File: src/rtl/spcd_defines.svh
// Offsets, command codes, bus addresses and field positions of the sector protection controller
// ****************************************************************************
// Summary of operation
// Lock overlay entry: 555/AA, 2AA/55, 555/50, exactly in that order.
// In lock overlay, A0 then 0 clears lock bit; one read returns bit 0.
// Exit is 90 then 0, or single F0; both return to array reads.
// After any entry the host issues an exit before expecting array reads.
// Volatile overlay entry: 555/AA, 2AA/55, 555/E0.
// Volatile mode: A0 then sector write; data 0 sets lock, 1 clears it.
// Volatile status read: bit 0 low when protected, bits 15..1 high.
// 60 then sector read: bits 0..2 overall, volatile, persistent; upper ones.
// Only first word of a status or protection read is valid.
// All values hexadecimal; command addresses count 16-bit words.
// Command cycles are writes, except reads of data or status.
// Upper data byte is ignored in command cycles except data-bearing ones.
// Address bits above bit 10 are ignored in unlock and command cycles.
// Array data reads need no unlock or command cycles.
// Host issues reset to leave identification mode or after error flag.
// Erase suspend only during sector erase; limited operations while suspended.
// Resume commands accepted only in the matching suspend state.
// Leaving write-buffer abort needs the full reset sequence.
// One password portion per A0 program, portions in ascending order.
// Protection scheme register bits are one-time programmable; 0 is programmed.
// Programming both mode lock bits together aborts back to read mode.
// Parameter sector addresses include bits 16..11 in erase and program.
// ****************************************************************************
`ifndef SPCD_DEFINES_SVH
`define SPCD_DEFINES_SVH

// Register offsets on the software port
`define SPCD_OFS_CTRL    8'h00
`define SPCD_OFS_ADDR    8'h04
`define SPCD_OFS_WDATA   8'h08
`define SPCD_OFS_STATUS  8'h0C
`define SPCD_OFS_RDATA   8'h10

// Status field positions
`define SPCD_ST_BUSY     0
`define SPCD_ST_MODE_LO  1
`define SPCD_ST_MODE_HI  2
`define SPCD_ST_ERR      3
`define SPCD_ST_OPERR    4

// Device bus widths and command values
`define SPCD_AW          24
`define SPCD_DW          16
`define SPCD_UNLOCK1     24'h000555
`define SPCD_UNLOCK2     24'h0002AA
`define SPCD_ANY_ADDR    24'h000000
`define SPCD_D_AA        16'h00AA
`define SPCD_D_55        16'h0055
`define SPCD_D_LOCK_ENT  16'h0050
`define SPCD_D_VOL_ENT   16'h00E0
`define SPCD_D_PROG      16'h00A0
`define SPCD_D_EXIT      16'h0090
`define SPCD_D_ZERO      16'h0000
`define SPCD_D_RESET     16'h00F0
`define SPCD_D_PSTAT     16'h0060
`define SPCD_OPERR_BIT   5

`endif

File: src/rtl/spcd_pkg.sv
// Types of the sector protection controller
package spcd_pkg;

   // Sequencer states, one-hot
   typedef enum logic [3:0] {
      SPCD_IDLE  = 4'h1,
      SPCD_ISSUE = 4'h2,
      SPCD_NEXT  = 4'h4,
      SPCD_DONE  = 4'h8
   } spcd_state_t;

   // Overlay mode the device is believed to be in
   typedef enum logic [1:0] {
      SPCD_MODE_ARRAY = 2'h0,
      SPCD_MODE_LOCK  = 2'h1,
      SPCD_MODE_VOL   = 2'h2
   } spcd_mode_t;

   // Commands software may order
   typedef enum logic [3:0] {
      SPCD_C_LOCK_ENTRY = 4'h0,
      SPCD_C_LOCK_CLEAR = 4'h1,
      SPCD_C_LOCK_READ  = 4'h2,
      SPCD_C_EXIT       = 4'h3,
      SPCD_C_RESET      = 4'h4,
      SPCD_C_VOL_ENTRY  = 4'h5,
      SPCD_C_VOL_WRITE  = 4'h6,
      SPCD_C_VOL_READ   = 4'h7,
      SPCD_C_PROT_STAT  = 4'h8,
      SPCD_C_ARRAY_READ = 4'h9
   } spcd_cmd_t;

endpackage : spcd_pkg

File: src/rtl/spcd_ctrl.sv
// Host-side controller issuing sector protection command sequences to the flash
//
// Added by the designer: the address map and the strobed register port.
`timescale 1ns/1ps
`include "spcd_defines.svh"

module spcd_ctrl (
   input  wire logic                    mclk,
   input  wire logic                    nrst,
   // Software register port
   input  wire logic [7:0]              reg_addr,
   input  wire logic [31:0]             reg_wdata,
   input  wire logic                    reg_wr,
   input  wire logic                    reg_rd,
   output logic      [31:0]             reg_rdata,
   // Device bus-cycle port
   output logic                         dev_req,
   output logic                         dev_we,
   output logic      [`SPCD_AW-1:0]     dev_addr,
   output logic      [`SPCD_DW-1:0]     dev_wdata,
   input  wire logic                    dev_ack,
   input  wire logic [`SPCD_DW-1:0]     dev_rdata
);

   // ************************************************************************
   // Cycle table
   // ************************************************************************

   // Packed cycle: {last, we, addr, data}
   localparam int CYC_W = 2 + `SPCD_AW + `SPCD_DW;

   // One function call gives both the issued cycle and its last flag
   function automatic logic [CYC_W-1:0] seq_cycle(
      input spcd_pkg::spcd_cmd_t cmd,
      input logic [1:0]          idx,
      input logic [`SPCD_AW-1:0] sa,
      input logic [`SPCD_DW-1:0] wd
   );
      logic [CYC_W-1:0] c;
      c = {1'b1, 1'b1, `SPCD_ANY_ADDR, `SPCD_D_RESET};
      case (cmd)
         spcd_pkg::SPCD_C_LOCK_ENTRY, spcd_pkg::SPCD_C_VOL_ENTRY: begin
            // Unlock pair then mode code; upper address bits held zero
            if (idx == 2'h0) begin
               c = {1'b0, 1'b1, `SPCD_UNLOCK1, `SPCD_D_AA};
            end else if (idx == 2'h1) begin
               c = {1'b0, 1'b1, `SPCD_UNLOCK2, `SPCD_D_55};
            end else if (cmd == spcd_pkg::SPCD_C_LOCK_ENTRY) begin
               c = {1'b1, 1'b1, `SPCD_UNLOCK1, `SPCD_D_LOCK_ENT};
            end else begin
               c = {1'b1, 1'b1, `SPCD_UNLOCK1, `SPCD_D_VOL_ENT};
            end
         end
         spcd_pkg::SPCD_C_LOCK_CLEAR: begin
            // A0 then zero clears the freeze bit
            if (idx == 2'h0) begin
               c = {1'b0, 1'b1, `SPCD_ANY_ADDR, `SPCD_D_PROG};
            end else begin
               c = {1'b1, 1'b1, `SPCD_ANY_ADDR, `SPCD_D_ZERO};
            end
         end
         spcd_pkg::SPCD_C_LOCK_READ: begin
            c = {1'b1, 1'b0, `SPCD_ANY_ADDR, `SPCD_D_ZERO};
         end
         spcd_pkg::SPCD_C_EXIT: begin
            // Two-write exit back to array reads
            if (idx == 2'h0) begin
               c = {1'b0, 1'b1, `SPCD_ANY_ADDR, `SPCD_D_EXIT};
            end else begin
               c = {1'b1, 1'b1, `SPCD_ANY_ADDR, `SPCD_D_ZERO};
            end
         end
         spcd_pkg::SPCD_C_VOL_WRITE: begin
            // Full sector address so parameter sectors are hit
            if (idx == 2'h0) begin
               c = {1'b0, 1'b1, `SPCD_ANY_ADDR, `SPCD_D_PROG};
            end else begin
               c = {1'b1, 1'b1, sa, {15'h0000, wd[0]}};
            end
         end
         spcd_pkg::SPCD_C_VOL_READ, spcd_pkg::SPCD_C_ARRAY_READ: begin
            c = {1'b1, 1'b0, sa, `SPCD_D_ZERO};
         end
         spcd_pkg::SPCD_C_PROT_STAT: begin
            // 60 write then read at the sector
            if (idx == 2'h0) begin
               c = {1'b0, 1'b1, `SPCD_ANY_ADDR, `SPCD_D_PSTAT};
            end else begin
               c = {1'b1, 1'b0, sa, `SPCD_D_ZERO};
            end
         end
         default: begin
            // No buffer program or password word is ever sent: no abort or order hazard
            c = {1'b1, 1'b1, `SPCD_ANY_ADDR, `SPCD_D_RESET}; // Single F0
         end
      endcase
      return c;
   endfunction : seq_cycle

   // ************************************************************************
   // State
   // ************************************************************************

   spcd_pkg::spcd_state_t        state_q;
   spcd_pkg::spcd_mode_t         mode_q;
   spcd_pkg::spcd_cmd_t          cmd_q;
   logic [1:0]                   idx_q;
   logic [`SPCD_AW-1:0]          sa_q;
   logic [`SPCD_DW-1:0]          wd_q;
   logic [`SPCD_DW-1:0]          rd_q;
   logic                         err_q;
   logic                         operr_q;
   logic [CYC_W-1:0]             cyc;
   logic                         start;
   logic                         legal;
   logic                         err_set;
   logic                         err_clr;

   assign cyc     = seq_cycle(cmd_q, idx_q, sa_q, wd_q);
   assign start   = reg_wr && (reg_addr == `SPCD_OFS_CTRL);
   assign err_clr = reg_wr && (reg_addr == `SPCD_OFS_STATUS) && reg_wdata[`SPCD_ST_ERR];

   // Entries only from array mode; overlay commands only in their own mode
   always_comb begin
      legal = 1'b0;
      case (spcd_pkg::spcd_cmd_t'(reg_wdata[3:0]))
         spcd_pkg::SPCD_C_LOCK_ENTRY,
         spcd_pkg::SPCD_C_VOL_ENTRY,
         spcd_pkg::SPCD_C_ARRAY_READ: legal = (mode_q == spcd_pkg::SPCD_MODE_ARRAY);
         spcd_pkg::SPCD_C_LOCK_CLEAR,
         spcd_pkg::SPCD_C_LOCK_READ:  legal = (mode_q == spcd_pkg::SPCD_MODE_LOCK);
         spcd_pkg::SPCD_C_VOL_WRITE,
         spcd_pkg::SPCD_C_VOL_READ,
         spcd_pkg::SPCD_C_PROT_STAT:  legal = (mode_q == spcd_pkg::SPCD_MODE_VOL);
         spcd_pkg::SPCD_C_EXIT,
         spcd_pkg::SPCD_C_RESET:      legal = 1'b1;
         default:                     legal = 1'b0;
      endcase
   end

   // Order while busy or in the wrong mode is refused and flagged
   assign err_set = start && ((state_q != spcd_pkg::SPCD_IDLE) || !legal);

   // Sequencer; the request is held until the device acknowledges it
   always_ff @(posedge mclk or negedge nrst) begin
      if (!nrst) begin
         state_q <= spcd_pkg::SPCD_IDLE;
         cmd_q   <= spcd_pkg::SPCD_C_RESET;
         idx_q   <= 2'h0;
      end else begin
         case (state_q)
            spcd_pkg::SPCD_IDLE: begin
               if (start && !err_set) begin
                  cmd_q   <= spcd_pkg::spcd_cmd_t'(reg_wdata[3:0]);
                  idx_q   <= 2'h0;
                  state_q <= spcd_pkg::SPCD_ISSUE;
               end
            end
            spcd_pkg::SPCD_ISSUE: begin
               if (dev_ack) begin
                  state_q <= cyc[CYC_W-1] ? spcd_pkg::SPCD_DONE : spcd_pkg::SPCD_NEXT;
               end
            end
            spcd_pkg::SPCD_NEXT: begin
               idx_q   <= idx_q + 2'h1;
               state_q <= spcd_pkg::SPCD_ISSUE;
            end
            spcd_pkg::SPCD_DONE: begin
               state_q <= spcd_pkg::SPCD_IDLE;
            end
            default: begin
               state_q <= spcd_pkg::SPCD_IDLE;
            end
         endcase
      end
   end

   // Mode tracking on sequence completion
   always_ff @(posedge mclk or negedge nrst) begin
      if (!nrst) begin
         mode_q <= spcd_pkg::SPCD_MODE_ARRAY;
      end else if (state_q == spcd_pkg::SPCD_DONE) begin
         if (cmd_q == spcd_pkg::SPCD_C_LOCK_ENTRY) begin
            mode_q <= spcd_pkg::SPCD_MODE_LOCK;
         end else if (cmd_q == spcd_pkg::SPCD_C_VOL_ENTRY) begin
            mode_q <= spcd_pkg::SPCD_MODE_VOL;
         end else if (cmd_q == spcd_pkg::SPCD_C_EXIT || cmd_q == spcd_pkg::SPCD_C_RESET) begin
            mode_q <= spcd_pkg::SPCD_MODE_ARRAY;
         end
      end
   end

   // Device bus outputs from flip-flops, loaded when a cycle is presented
   always_ff @(posedge mclk or negedge nrst) begin
      if (!nrst) begin
         dev_req   <= 1'b0;
         dev_we    <= 1'b0;
         dev_addr  <= '0;
         dev_wdata <= '0;
      end else if (state_q == spcd_pkg::SPCD_ISSUE && !dev_req) begin
         dev_req   <= 1'b1;
         dev_we    <= cyc[CYC_W-2];
         dev_addr  <= cyc[`SPCD_AW+`SPCD_DW-1:`SPCD_DW];
         dev_wdata <= cyc[`SPCD_DW-1:0]; // Upper byte zero in command writes
      end else if (dev_ack) begin
         dev_req   <= 1'b0;
      end
   end

   // Only the first read word is kept; the error flag watch covers reset need
   always_ff @(posedge mclk or negedge nrst) begin
      if (!nrst) begin
         rd_q    <= '0;
         operr_q <= 1'b0;
      end else if (dev_req && dev_ack && !dev_we) begin
         rd_q    <= dev_rdata;
         operr_q <= dev_rdata[`SPCD_OPERR_BIT] && (cmd_q != spcd_pkg::SPCD_C_ARRAY_READ);
      end else if (state_q == spcd_pkg::SPCD_DONE && cmd_q == spcd_pkg::SPCD_C_RESET) begin
         operr_q <= 1'b0;
      end
   end

   // ************************************************************************
   // Register port
   // ************************************************************************

   // Address and data registers, writable only while idle to keep a sequence coherent
   always_ff @(posedge mclk or negedge nrst) begin
      if (!nrst) begin
         sa_q <= '0;
         wd_q <= '0;
      end else if (reg_wr && state_q == spcd_pkg::SPCD_IDLE) begin
         if (reg_addr == `SPCD_OFS_ADDR) begin
            sa_q <= reg_wdata[`SPCD_AW-1:0];
         end else if (reg_addr == `SPCD_OFS_WDATA) begin
            wd_q <= reg_wdata[`SPCD_DW-1:0];
         end
      end
   end

   // Sticky refusal flag; a new refusal wins over a clear in the same cycle
   always_ff @(posedge mclk or negedge nrst) begin
      if (!nrst) begin
         err_q <= 1'b0;
      end else if (err_set) begin
         err_q <= 1'b1;
      end else if (err_clr) begin
         err_q <= 1'b0;
      end
   end

   // Read data one cycle after the strobe; unmapped reads give zero
   always_ff @(posedge mclk or negedge nrst) begin
      if (!nrst) begin
         reg_rdata <= '0;
      end else if (reg_rd) begin
         if (reg_addr == `SPCD_OFS_ADDR) begin
            reg_rdata <= {8'h00, sa_q};
         end else if (reg_addr == `SPCD_OFS_WDATA) begin
            reg_rdata <= {16'h0000, wd_q};
         end else if (reg_addr == `SPCD_OFS_STATUS) begin
            reg_rdata <= {27'h0000000, operr_q, err_q, mode_q,
                          state_q != spcd_pkg::SPCD_IDLE};
         end else if (reg_addr == `SPCD_OFS_RDATA) begin
            reg_rdata <= {16'h0000, rd_q};
         end else begin
            reg_rdata <= '0;
         end
      end else begin
         reg_rdata <= '0;
      end
   end

   // ************************************************************************
   // Checks
   // ************************************************************************

   property p_entry_lock;
      @(posedge mclk) disable iff (!nrst)
      dev_req && cmd_q == spcd_pkg::SPCD_C_LOCK_ENTRY && idx_q == 2'h2
         |-> dev_addr == `SPCD_UNLOCK1 && dev_wdata == `SPCD_D_LOCK_ENT && dev_we;
   endproperty
   a_entry_lock: assert property (p_entry_lock) else $error("lock entry code wrong");

   property p_entry_vol;
      @(posedge mclk) disable iff (!nrst)
      dev_req && cmd_q == spcd_pkg::SPCD_C_VOL_ENTRY && idx_q == 2'h1
         |-> dev_addr == `SPCD_UNLOCK2 && dev_wdata == `SPCD_D_55;
   endproperty
   a_entry_vol: assert property (p_entry_vol) else $error("second unlock wrong");

   property p_lock_clear;
      @(posedge mclk) disable iff (!nrst)
      dev_req && cmd_q == spcd_pkg::SPCD_C_LOCK_CLEAR
         |-> dev_we && dev_wdata == (idx_q == 2'h0 ? `SPCD_D_PROG : `SPCD_D_ZERO);
   endproperty
   a_lock_clear: assert property (p_lock_clear) else $error("lock clear data wrong");

   property p_exit_mode;
      @(posedge mclk) disable iff (!nrst)
      state_q == spcd_pkg::SPCD_DONE && cmd_q == spcd_pkg::SPCD_C_EXIT
         |=> mode_q == spcd_pkg::SPCD_MODE_ARRAY ##1 state_q == spcd_pkg::SPCD_IDLE;
   endproperty
   a_exit_mode: assert property (p_exit_mode) else $error("exit left overlay mode");

   property p_array_mode;
      @(posedge mclk) disable iff (!nrst)
      dev_req && cmd_q == spcd_pkg::SPCD_C_ARRAY_READ
         |-> mode_q == spcd_pkg::SPCD_MODE_ARRAY && !dev_we;
   endproperty
   a_array_mode: assert property (p_array_mode) else $error("array read in overlay");

   property p_read_kind;
      @(posedge mclk) disable iff (!nrst)
      dev_req && !dev_we |-> cmd_q inside {spcd_pkg::SPCD_C_LOCK_READ,
         spcd_pkg::SPCD_C_VOL_READ, spcd_pkg::SPCD_C_PROT_STAT, spcd_pkg::SPCD_C_ARRAY_READ};
   endproperty
   a_read_kind: assert property (p_read_kind) else $error("read in command cycle");

   property p_cmd_addr;
      @(posedge mclk) disable iff (!nrst)
      dev_req && dev_we && cmd_q != spcd_pkg::SPCD_C_VOL_WRITE
         |-> dev_addr[`SPCD_AW-1:11] == '0 && dev_wdata[15:8] == 8'h00;
   endproperty
   a_cmd_addr: assert property (p_cmd_addr) else $error("command word address too wide");

   property p_sector_addr;
      @(posedge mclk) disable iff (!nrst)
      dev_req && cmd_q == spcd_pkg::SPCD_C_VOL_WRITE && idx_q == 2'h1
         |-> dev_addr == sa_q && dev_we && dev_wdata == {15'h0000, wd_q[0]};
   endproperty
   a_sector_addr: assert property (p_sector_addr) else $error("sector address lost");

   property p_req_hold;
      @(posedge mclk) disable iff (!nrst)
      dev_req && !dev_ack |=> dev_req && $stable(dev_addr) && $stable(dev_wdata);
   endproperty
   a_req_hold: assert property (p_req_hold) else $error("request dropped early");

endmodule : spcd_ctrl

File: config.mk
export PLATFORM = sky130hd
export DESIGN_NAME = spcd_ctrl
export DESIGN_NICKNAME = d
export VERILOG_FILES = /design/src/rtl/spcd_pkg.sv /design/src/rtl/spcd_ctrl.sv
export VERILOG_INCLUDE_DIRS = /design/src /design/src/rtl
export SDC_FILE = /design/constraint.sdc
export NUM_CORES = 1
export LEC_CHECK = 0
export BUFFER_PORTS_ARGS = -buffer_cell sky130_fd_sc_hd__buf_4
export CAP_MARGIN = 20
export CORE_MARGIN = 2
export CORE_UTILIZATION = 54
export DETAILED_ROUTE_END_ITERATION = 7
export PLACE_DENSITY = 0.87
export RECOVER_POWER = 25
export SLEW_MARGIN = 10
export SYNTH_ARGS = -nofsm -noshare
export SYNTH_HDL_FRONTEND = slang
export SYNTH_SLANG_ARGS = --single-unit
File: constraint.sdc
create_clock -name mclk -period 3.2 [get_ports mclk]
set_input_delay 0.16 -clock mclk [delete_from_list [all_inputs] [get_ports mclk]]
set_output_delay 0.16 -clock mclk [all_outputs]
set_load 0.01 [all_outputs]
==> results of run 1 <==
## cell type report
| cell class | count | share of cell area [%] |
|---|---|---|
| Sequential cell | 127 | 42.0 |
| Multi-Input combinational cell | 318 | 30.3 |
| Timing Repair Buffer | 166 | 17.8 |
| Clock buffer | 17 | 5.46 |
| Tap cell | 136 | 2.24 |
| Clock inverter | 15 | 1.83 |
| Inverter | 8 | 0.396 |
## layer usage
layer,routed length (µm),track usage [%]
met2,7510,46.1
met5,0,0
met3,909,5.59
met1,5700,34.0
met4,388,13.3
## flip-flops by register name, summed over array words and instances, names as in the netlist, 4 cells and up
register and cells:
wd_q 16, dev_wdata 7, cmd_q 4, reg_rdata 24
dev_addr 24, state_q 4, sa_q 24, rd_q 16
## power breakdown
part	leakage (nW)	switching (mW)	internal, mW	total [mW]
clock network	0.262	0.737	1.04	1.77
logic	1.66	0.127	0.143	0.270
registers	1.72	0.0410	1.66	1.70
total	3.64	0.905	2.84	3.74
## cell usage in the layout (no fill, tap or decap), drive strengths merged, types with 3 or more instances in the layout
| cell | instances |
|---|---|
| dfrtp | 125 |
| buf | 113 |
| mux2 | 57 |
| dlygate4sd3 | 46 |
| nand2 | 34 |
| a22o | 27 |
| a21oi | 26 |
| o21ai | 25 |
| clkbuf | 24 |
| nor2b | 19 |
| a22oi | 16 |
| nor2 | 16 |
| conb | 16 |
| and2 | 11 |
| inv | 11 |
| o22ai | 8 |
| nor3 | 7 |
| clkinv | 7 |
| o211a | 5 |
| o22a | 5 |
| nand3 | 4 |
| nand2b | 4 |
| clkinvlp | 4 |
| nor3b | 3 |
| a221oi | 3 |
| o31ai | 3 |
| ha | 3 |
| or4b | 3 |
| nor4b | 3 |
## worst register-to-register path, cell delays in order (launching register included)
cell     delay, ps
dfstp_2        570
or4b_2         740
or4_4          580
a21oi_4        220
mux2_4         320
## final timing paths
kind	start	end	depth (start not counted)
worst min-delay path	reg_addr[6]	reg_rdata[3]	3
worst max register to register	state_q[0]	cmd_q[0]	4
min in group asynchronous	nrst	rd_q[1]	2
max in group asynchronous	nrst	cmd_q[2]	3
worst min register to register	dev_wdata[2]	dev_wdata[2]	2
worst max-delay path	state_q[0]	cmd_q[0]	4
## per-stage QoR
stage	hold slack, ps	instance area [µm²]	util (%)	std cells	worst slack [ps]
after floorplan	-136	5750	-	500	792
after global placement	280	6590	64.1	709	577
after detailed placement	293	6590	64.1	709	554
after CTS	5.91	7610	74.0	787	688
after global routing	27.4	7580	73.8	787	618
final	24.7	7580	73.8	787	677
## kinds of logic after synthesis
kind of cell	synth area share, %
adders and majority gates	0.660
muxes	11.5
buffers and inverters	5.03
other	0.0659
AOI/OAI and AO/OA	15.9
DFF	55.9
and+or+nand+nor	10.8
xor gates and xnor gates	0.154
## timing repair
action,in CTS,in global routing
hold endpoints to repair,137,0
gates resized for setup,0,0
endpoints found under the setup margin,0,0
hold buffers,46,0
==> flow_summary.json, run 1 <==
{
  "core_area_um2": 10300,
  "grt_max_degree": 66,
  "min_period_ps": 2520,
  "drt-initial-drc-count": 400,
  "hpwl_um": 9450,
  "async_reset_ff_share_pct": 100,
  "cts_buffers": 17,
  "ff2ff_setup_slack_ps": 680,
  "die_w_um": 107,
  "clk_pin_slew_worst_paths_ps": 60,
  "clock_skew_ps": 5.35,
  "end_kind": "register",
  "cts_tree": "done",
  "netlist.area_leader.share_pct": 55.0,
  "clkLatencyLatePin_ps": 520,
  "diodes": 0,
  "ys_seq_area_share_pct": 55.9,
  "syn_area_um2": 5690,
  "synth_area_leaders": "dfrtp_1 (55%), mux2_2 (11%), a22o_1 (4.2%)",
  "cellPowerDensity_nw_per_um2": 494,
  "yosys.area.top_type": "dfrtp_1",
  "rows": 37,
  "seq_area_um2": 3180,
  "crit_path_top_delay_cell": "or4b_2",
  "fill_cells": 663,
  "grt_use_total_pct": 27.4,
  "grt_pass1_wl_um": 23700,
  "worst_hold_path_type": "in -> reg",
  "dieArea_um2": 11400,
  "totalWireLength_um": 14500,
  "antenna_found_initial": 0,
  "rsz0062_at_grt": "false",
  "setup_violations": 0,
  "layout.nets": 702,
  "vdd_drop_max_mv": 0.392,
  "numClockSinks": 127,
  "critical_path_class": "reg -> reg",
  "critPathLaunchType": "register",
  "drv_slew": 63,
  "yosys_warnings": 0,
  "vias": 4480,
  "syn_to_final_growth_pct": 33.2,
  "violations": "max-capacitance violations, max-slew violations",
  "status": "complete, but fails checks",
  "synthCells": 485,
  "relSlewSlack_pct": -3.29,
  "synth_edf_count": 0,
  "synth_seq_cells": 127,
  "multi_input_area_um2": 2300,
  "cp_num_buf_inv": 0,
  "crit_path_max_fanout": 6,
  "p_leak_nw": 3.64,
  "ys.flop_type": "dfrtp_1",
  "synth_cell_types": 53,
  "die_h_um": 107,
  "fin_crit_sh_pct": 78.9,
  "slowest_delay_ps": 740,
  "cp_cell_sequence": "or4b_2 -> or4_4 -> a21oi_4 -> mux2_4",
  "finalHoldViolations": 0,
  "gp_congestion": 0.830,
  "routedWlPerCell_um": 18.4,
  "start_util_pct": 55.4,
  "synth_most_common_cell": "dfrtp_1",
  "cp.arrival_ps": 2930,
  "max_freq_ghz": 0.396,
  "syn_avg_cell_area_um2": 11.7,
  "grt_overflow": 0,
  "drive_gt1_share_pct": 32.9,
  "portBuffers": 110,
  "htree_levels": 4,
  "clock-root-buffer": "clkbuf_8",
  "clk_path_buf_depth": 2,
  "fin_tns_setup_ps": 0,
  "synthTopCellsByCount": "dfrtp_1 (125), mux2_2 (54), nand2_1 (34), a22o_1 (27)",
  "tightest_slew_ps": 1550,
  "drtAntennaViolNets": 0,
  "cap_violations": 1,
  "grt_pass1_vias": 4600,
  "p_total_mw": 3.74,
  "post-cts-setup-buffers": 0,
  "io_pins": 135,
  "viasPerCell": 5.69,
  "dr.pass1.iters": 4,
  "critPathRequiredTime_ps": 3610,
  "path_delay_family": "simple AND/OR/NAND/NOR gates",
  "drc_errors": 0
}
No activity file was read; power rests on OpenSTA's default activity.
==> run 2, diff against run 1 <==
--- a/config.mk
+++ b/config.mk
@@ -9,9 +9,9 @@
 export BUFFER_PORTS_ARGS = -buffer_cell sky130_fd_sc_hd__buf_4
 export CAP_MARGIN = 20
 export CORE_MARGIN = 2
-export CORE_UTILIZATION = 54
+export CORE_UTILIZATION = 48
 export DETAILED_ROUTE_END_ITERATION = 7
-export PLACE_DENSITY = 0.87
+export PLACE_DENSITY = 0.82
 export RECOVER_POWER = 25
 export SLEW_MARGIN = 10
 export SYNTH_ARGS = -nofsm -noshare
==> constraint.sdc (replaced) <==
create_clock -name mclk -period 2.3 [get_ports mclk]
set_input_delay 0.115 -clock mclk [delete_from_list [all_inputs] [get_ports mclk]]
set_output_delay 0.115 -clock mclk [all_outputs]
set_load 0.01 [all_outputs]
==> run 2 against run 1 <==
  * The run ends with design-rule violations left
  * Register-to-register slack got worse by 600 ps
  * Clock skew is 3.8 ps higher
  * Total power grew 43%
  * Sequential share of layout area is 0.83 points lower
  * Via count grew 2.9%
  * First-iteration DRC count decreased by 23%
  * Non-clock buffer count increased by 8
  * Global-route usage down 2.7 points
  * Sequential cell count is the same
  * Sequential power increased by 39%
  * Worst setup slack got worse by 600 ps
  * Critical path depth up 1
  * Largest power group unchanged
==> flow_summary.json, run 2 (same netlist as run 1, synthesis figures left out) <==
{
  "portBuffers": 110,
  "routedWlPerCell_um": 19.2,
  "viasPerCell": 5.75,
  "post-cts-setup-buffers": 0,
  "clock-root-buffer": "clkbuf_16",
  "whs_ps": 22.4,
  "hpwl_um": 9950,
  "clkLatencyLatePin_ps": 410,
  "dp.cells": 729,
  "hold_path_depth": 2,
  "max_freq_ghz": 0.450,
  "critPathRequiredTime_ps": 2650,
  "totalWireLength_um": 15400,
  "ff2ff_setup_slack_ps": 80,
  "rows": 39,
  "p_leak_nw": 3.73,
  "cp.arrival_ps": 2570,
  "end_kind": "register",
  "worst_hold_path_type": "in -> reg",
  "relSlewSlack_pct": 42.0,
  "core_area_um2": 11500,
  "violations": "design-rule violations",
  "io_pins": 135,
  "r2r_end": "cmd_q[2]",
  "grt_use_total_pct": 24.7,
  "fin_area_um2": 7730,
  "critPathLaunchType": "register",
  "p_total_mw": 5.36,
  "diodes": 0,
  "whs_endpoint": "err_q",
  "rsz0062_at_grt": "false",
  "worstReg2RegStart": "state_q[0]",
  "grt_pass1_wl_um": 24500,
  "cellPowerDensity_nw_per_um2": 693,
  "place_area_um2": 6760,
  "setup_violations": 0,
  "antenna_found_initial": 0,
  "layout.nets": 710,
  "preCtsSetupSlack_ps": -132,
  "finalHoldViolations": 0,
  "dr.pass1.iters": 7,
  "vdd_drop_max_mv": 0.430,
  "timing.final.ws_setup_ps": 78.0,
  "grt_max_degree": 62,
  "final_common_cell": "buf_4",
  "ff2ff_path_depth": 5,
  "worstHoldStart": "reg_addr[3]",
  "cap_violations": 0,
  "drt-initial-drc-count": 310,
  "clk_pin_slew_worst_paths_ps": 60,
  "final_util_pct": 67.2,
  "fin_crit_sh_pct": 96.6,
  "die_w_um": 113,
  "min_period_ps": 2220,
  "fin_tns_setup_ps": 0,
  "top_regs": "dev_addr (24), reg_rdata (24), sa_q (24)",
  "die_h_um": 113,
  "clk_path_buf_depth": 2,
  "htree_levels": 4,
  "drtAntennaViolNets": 0,
  "clock_skew_ps": 9.19,
  "critical_path_class": "reg -> reg",
  "status": "complete, but fails checks",
  "dieArea_um2": 12700,
  "stdcell_count": 802,
  "drive_gt1_share_pct": 35.7,
  "crit_path_max_fanout": 6,
  "grt_use_met2_pct": 39.3,
  "layout_common_cells": "buf_4 (129), dfrtp_1 (125), mux2_2 (47)",
  "start_util_pct": 49.4,
  "cts_tree": "done",
  "numClockSinks": 127,
  "use_met3_pct": 6.59,
  "grt_overflow": 0,
  "vias": 4611,
  "drc_errors": 11,
  "tightest_slew_ps": 870,
  "gp_congestion": 0.846,
  "drv_slew": 0,
  "grt-busiest-layer": "met2",
  "met1_usage_pct": 32.0,
  "cts_buffers": 17,
  "grt_pass1_vias": 4670,
  "syn_to_final_growth_pct": 35.9
}
-- run 2: cell count changes in the layout (fill, tap and decap cells not counted), moves of 5 or more --
| cell | delta |
|---|---|
| inv_6 | +5 |
| dlygate4sd3_1 | -5 |
| buf_4 | +17 |
| mux2_2 | -7 |
| mux2_4 | +9 |
| clkbuf_1 | -5 |
-- run 2: layout make-up --
type	count	area, µm²
fill	810	3780
sequential	127	3180
multi-input combinational	318	2340
timing repair buffer	174	1430
clock buffer	18	429
tap	143	179
clock inverter	14	145
inverter	8	30.0
-- run 2: power by group --
part | switching (mW) | internal, mW | leakage [nW]
Sequential | 0.0655 | 2.31 | 1.72
Clock | 1.09 | 1.53 | 0.273
Combinational | 0.177 | 0.198 | 1.74
Total | 1.33 | 4.03 | 3.73
-- run 2: worst max path at each step --
stage	startpoint	endpoint	slack, ps	cells past startpoint
after CTS	state_q[0]	cmd_q[0]	120	4
after detailed placement	reg_addr[1]	sa_q[23]	-130	8
after global placement	reg_addr[1]	sa_q[20]	-80	8
after floorplan	reg_addr[1]	cmd_q[0]	-80	6
final	state_q[0]	cmd_q[2]	80	5
after global routing	state_q[0]	cmd_q[3]	20	5
-- run 2: layer usage --
layer	up-vias	wire (µm)	share of wire, %
li1	2052	-	-
met1	2263	6220	40
met2	250	7450	48
met3	46	1160	7.6
met4	0	548	3.6
met5	-	0	0
-- run 2: worst max-delay path, cell delays in order, from the launching register on --
cell	delay [ps]
dfstp_2	570
or4b_4	550
or4_4	480
buf_4	160
nor2_1	200
a22o_1	200
-- run 2: what timing repair did --
action	in CTS	in global routing
hold buffers	41	0
gates resized for setup	0	1
endpoints found under the setup margin	0	4
hold endpoints to repair	91	0
==> run 3, diff against run 2 <==
--- a/config.mk
+++ b/config.mk
@@ -13,7 +13,6 @@
 export DETAILED_ROUTE_END_ITERATION = 7
 export PLACE_DENSITY = 0.82
 export RECOVER_POWER = 25
-export SLEW_MARGIN = 10
 export SYNTH_ARGS = -nofsm -noshare
 export SYNTH_HDL_FRONTEND = slang
 export SYNTH_SLANG_ARGS = --single-unit
==> constraint.sdc (replaced) <==
create_clock -name mclk -period 2.3 [get_ports mclk]
set_input_delay 0.345 -clock mclk [delete_from_list [all_inputs] [get_ports mclk]]
set_output_delay 0.345 -clock mclk [all_outputs]
set_load 0.01 [all_outputs]
==> run 3 against run 2 <==
  * The run still ends with design-rule violations left
  * Clock power increased by 2%
  * Worst setup slack got worse by 2.1 ps
  * Critical path depth rose by 2
  * Via count is 5.3% lower
  * Combinational power shrank 18%
  * Utilization fell by 3.2 points
  * Sequential cell count unchanged
  * Highest routed layer unchanged
==> flow_summary.json, run 3 (same netlist as run 1, synthesis figures left out) <==
{
  "drv_slew": 0,
  "timing.final.ws_setup_ps": 75.9,
  "whs_endpoint": "dev_req",
  "r2r_end": "wd_q[2]",
  "cts_buffers": 17,
  "min_period_ps": 2220,
  "fill_cells": 894,
  "layout_common_cells": "buf_4 (135), dfrtp_1 (125), mux2_2 (54)",
  "max_freq_ghz": 0.450,
  "io_pins": 135,
  "routedWlPerCell_um": 17.9,
  "clk_path_buf_depth": 2,
  "worst_hold_path_type": "in -> reg",
  "drt-initial-drc-count": 355,
  "top_regs": "dev_addr (24), reg_rdata (24), sa_q (24)",
  "critPathLaunchType": "primary input",
  "grt_pass1_wl_um": 22400,
  "drc_errors": 8,
  "fin_crit_sh_pct": 96.7,
  "clock_power_share_pct": 49.8,
  "dieArea_um2": 12700,
  "worstReg2RegStart": "state_q[0]",
  "worstHoldStart": "dev_ack",
  "dp.cells": 737,
  "grt_max_degree": 40,
  "multi_input_area_um2": 2300,
  "core_area_um2": 11500,
  "finalHoldViolations": 0,
  "seq_power_share_pct": 44.4,
  "post-cts-setup-buffers": 0,
  "drtAntennaViolNets": 0,
  "grt_overflow": 0,
  "cp.arrival_ps": 2520,
  "cts_tree": "done",
  "hold_path_depth": 2,
  "start_util_pct": 49.4,
  "clock_skew_ps": 6.03,
  "clk_pin_slew_worst_paths_ps": 50,
  "final_common_cell": "buf_4",
  "die_h_um": 113,
  "clock-root-buffer": "clkbuf_16",
  "preCtsSetupSlack_ps": -329,
  "grt_use_total_pct": 22.7,
  "power_frac_comb_pct": 5.8,
  "crit_path_max_fanout": 8,
  "antenna_found_initial": 0,
  "seq_area_um2": 3180,
  "layout.nets": 678,
  "stdcell_count": 768,
  "setup_violations": 0,
  "htree_levels": 4,
  "numClockSinks": 127,
  "relSlewSlack_pct": 39.2,
  "viasPerCell": 5.68,
  "power_switching_mw": 1.15,
  "grt_pass1_vias": 4482,
  "critPathRequiredTime_ps": 2600,
  "hpwl_um": 9760,
  "totalWireLength_um": 13700,
  "cap_violations": 0,
  "portBuffers": 110,
  "die_w_um": 113,
  "drive_gt1_share_pct": 37.9,
  "p_leak_nw": 3.60,
  "rows": 39,
  "diodes": 0,
  "ff2ff_setup_slack_ps": 130,
  "cellPowerDensity_nw_per_um2": 723,
  "dr.pass1.iters": 7,
  "tightest_slew_ps": 912,
  "swShare_pct": 21.6,
  "status": "complete, but fails checks",
  "violations": "design-rule violations",
  "syn_to_final_growth_pct": 29.3,
  "vias": 4365,
  "end_kind": "register",
  "ff2ff_path_depth": 5,
  "vdd_drop_max_mv": 0.454,
  "clkLatencyLatePin_ps": 420,
  "gp_congestion": 0.833,
  "critical_path_class": "in -> reg",
  "rsz0062_at_grt": "false",
  "p_int_mw": 4.18
}
-- run 3: cell types whose count changed in the layout (fill, tap and decap cells not counted), sizes merged --
cell         delta
clkbuf          +3
buf             +7
inv             -9
dlygate4sd3    -40
bufinv          +2
clkinv          +3
-- run 3: how the worst max path moves through the flow --
stage / startpoint / to / slack [ps] / cells past startpoint
finish: reg_addr[1] / wd_q[2] / 80 / 7
global placement: reg_addr[1] / wd_q[11] / -310 / 7
CTS: reg_addr[1] / wd_q[10] / 110 / 7
global route: reg_addr[1] / wd_q[10] / 30 / 7
floorplan: reg_addr[1] / cmd_q[0] / -270 / 6
detailed placement: reg_addr[1] / wd_q[2] / -330 / 7
-- run 3: through the flow --
step	util (%)	power, mW	cell area (µm²)	hold WS, ps	TNS [ps]
6_report	63.9	5.32	7360	137	0
5_1_grt	63.9	5.54	7360	136	0
4_1_cts	64.2	5.37	7390	128	0
3_5_place_dp	58.9	2.72	6780	318	-13420
3_3_place_gp	58.9	2.70	6780	308	-12680
2_1_floorplan	-	2.55	5750	49.4	-8100
-- run 3: timing repair --
item / in CTS / in global routing
setup endpoints to repair: 23 / 0
hold buffers: 1 / 0
gates resized for setup: 3 / 0
hold endpoints to repair: 27 / 0
-- run 3: cell type report --
type | count | area share [%]
clock inverter | 10 | 1.90
inverter | 8 | 0.408
clock buffer | 20 | 6.07
timing repair buffer | 142 | 14.7
tap | 143 | 2.43
multi-input combinational | 318 | 31.3
sequential | 127 | 43.2
-- run 3: power groups by stage --
stage / registers, mW / logic (mW) / clock network [mW]
after floorplan: 2.38 / 0.173 / 0
after global placement: 2.40 / 0.305 / 0
after detailed placement: 2.40 / 0.316 / 0
after CTS: 2.36 / 0.320 / 2.69
after global routing: 2.37 / 0.345 / 2.82
final: 2.37 / 0.309 / 2.65
-- run 3: layer usage --
layer  part of all wire [%]  GRT usage [%]
met1                     41           28.9
met5                      0              0
met4                    2.6           10.1
met2                     49           36.1
met3                    7.1           7.02
-- run 3: critical path, stage by stage --
cell,delay (ps)
buf_4,110
or4_4,520
or4b_1,560
buf_4,190
nor4b_4,270
buf_6,190
mux2_2,340
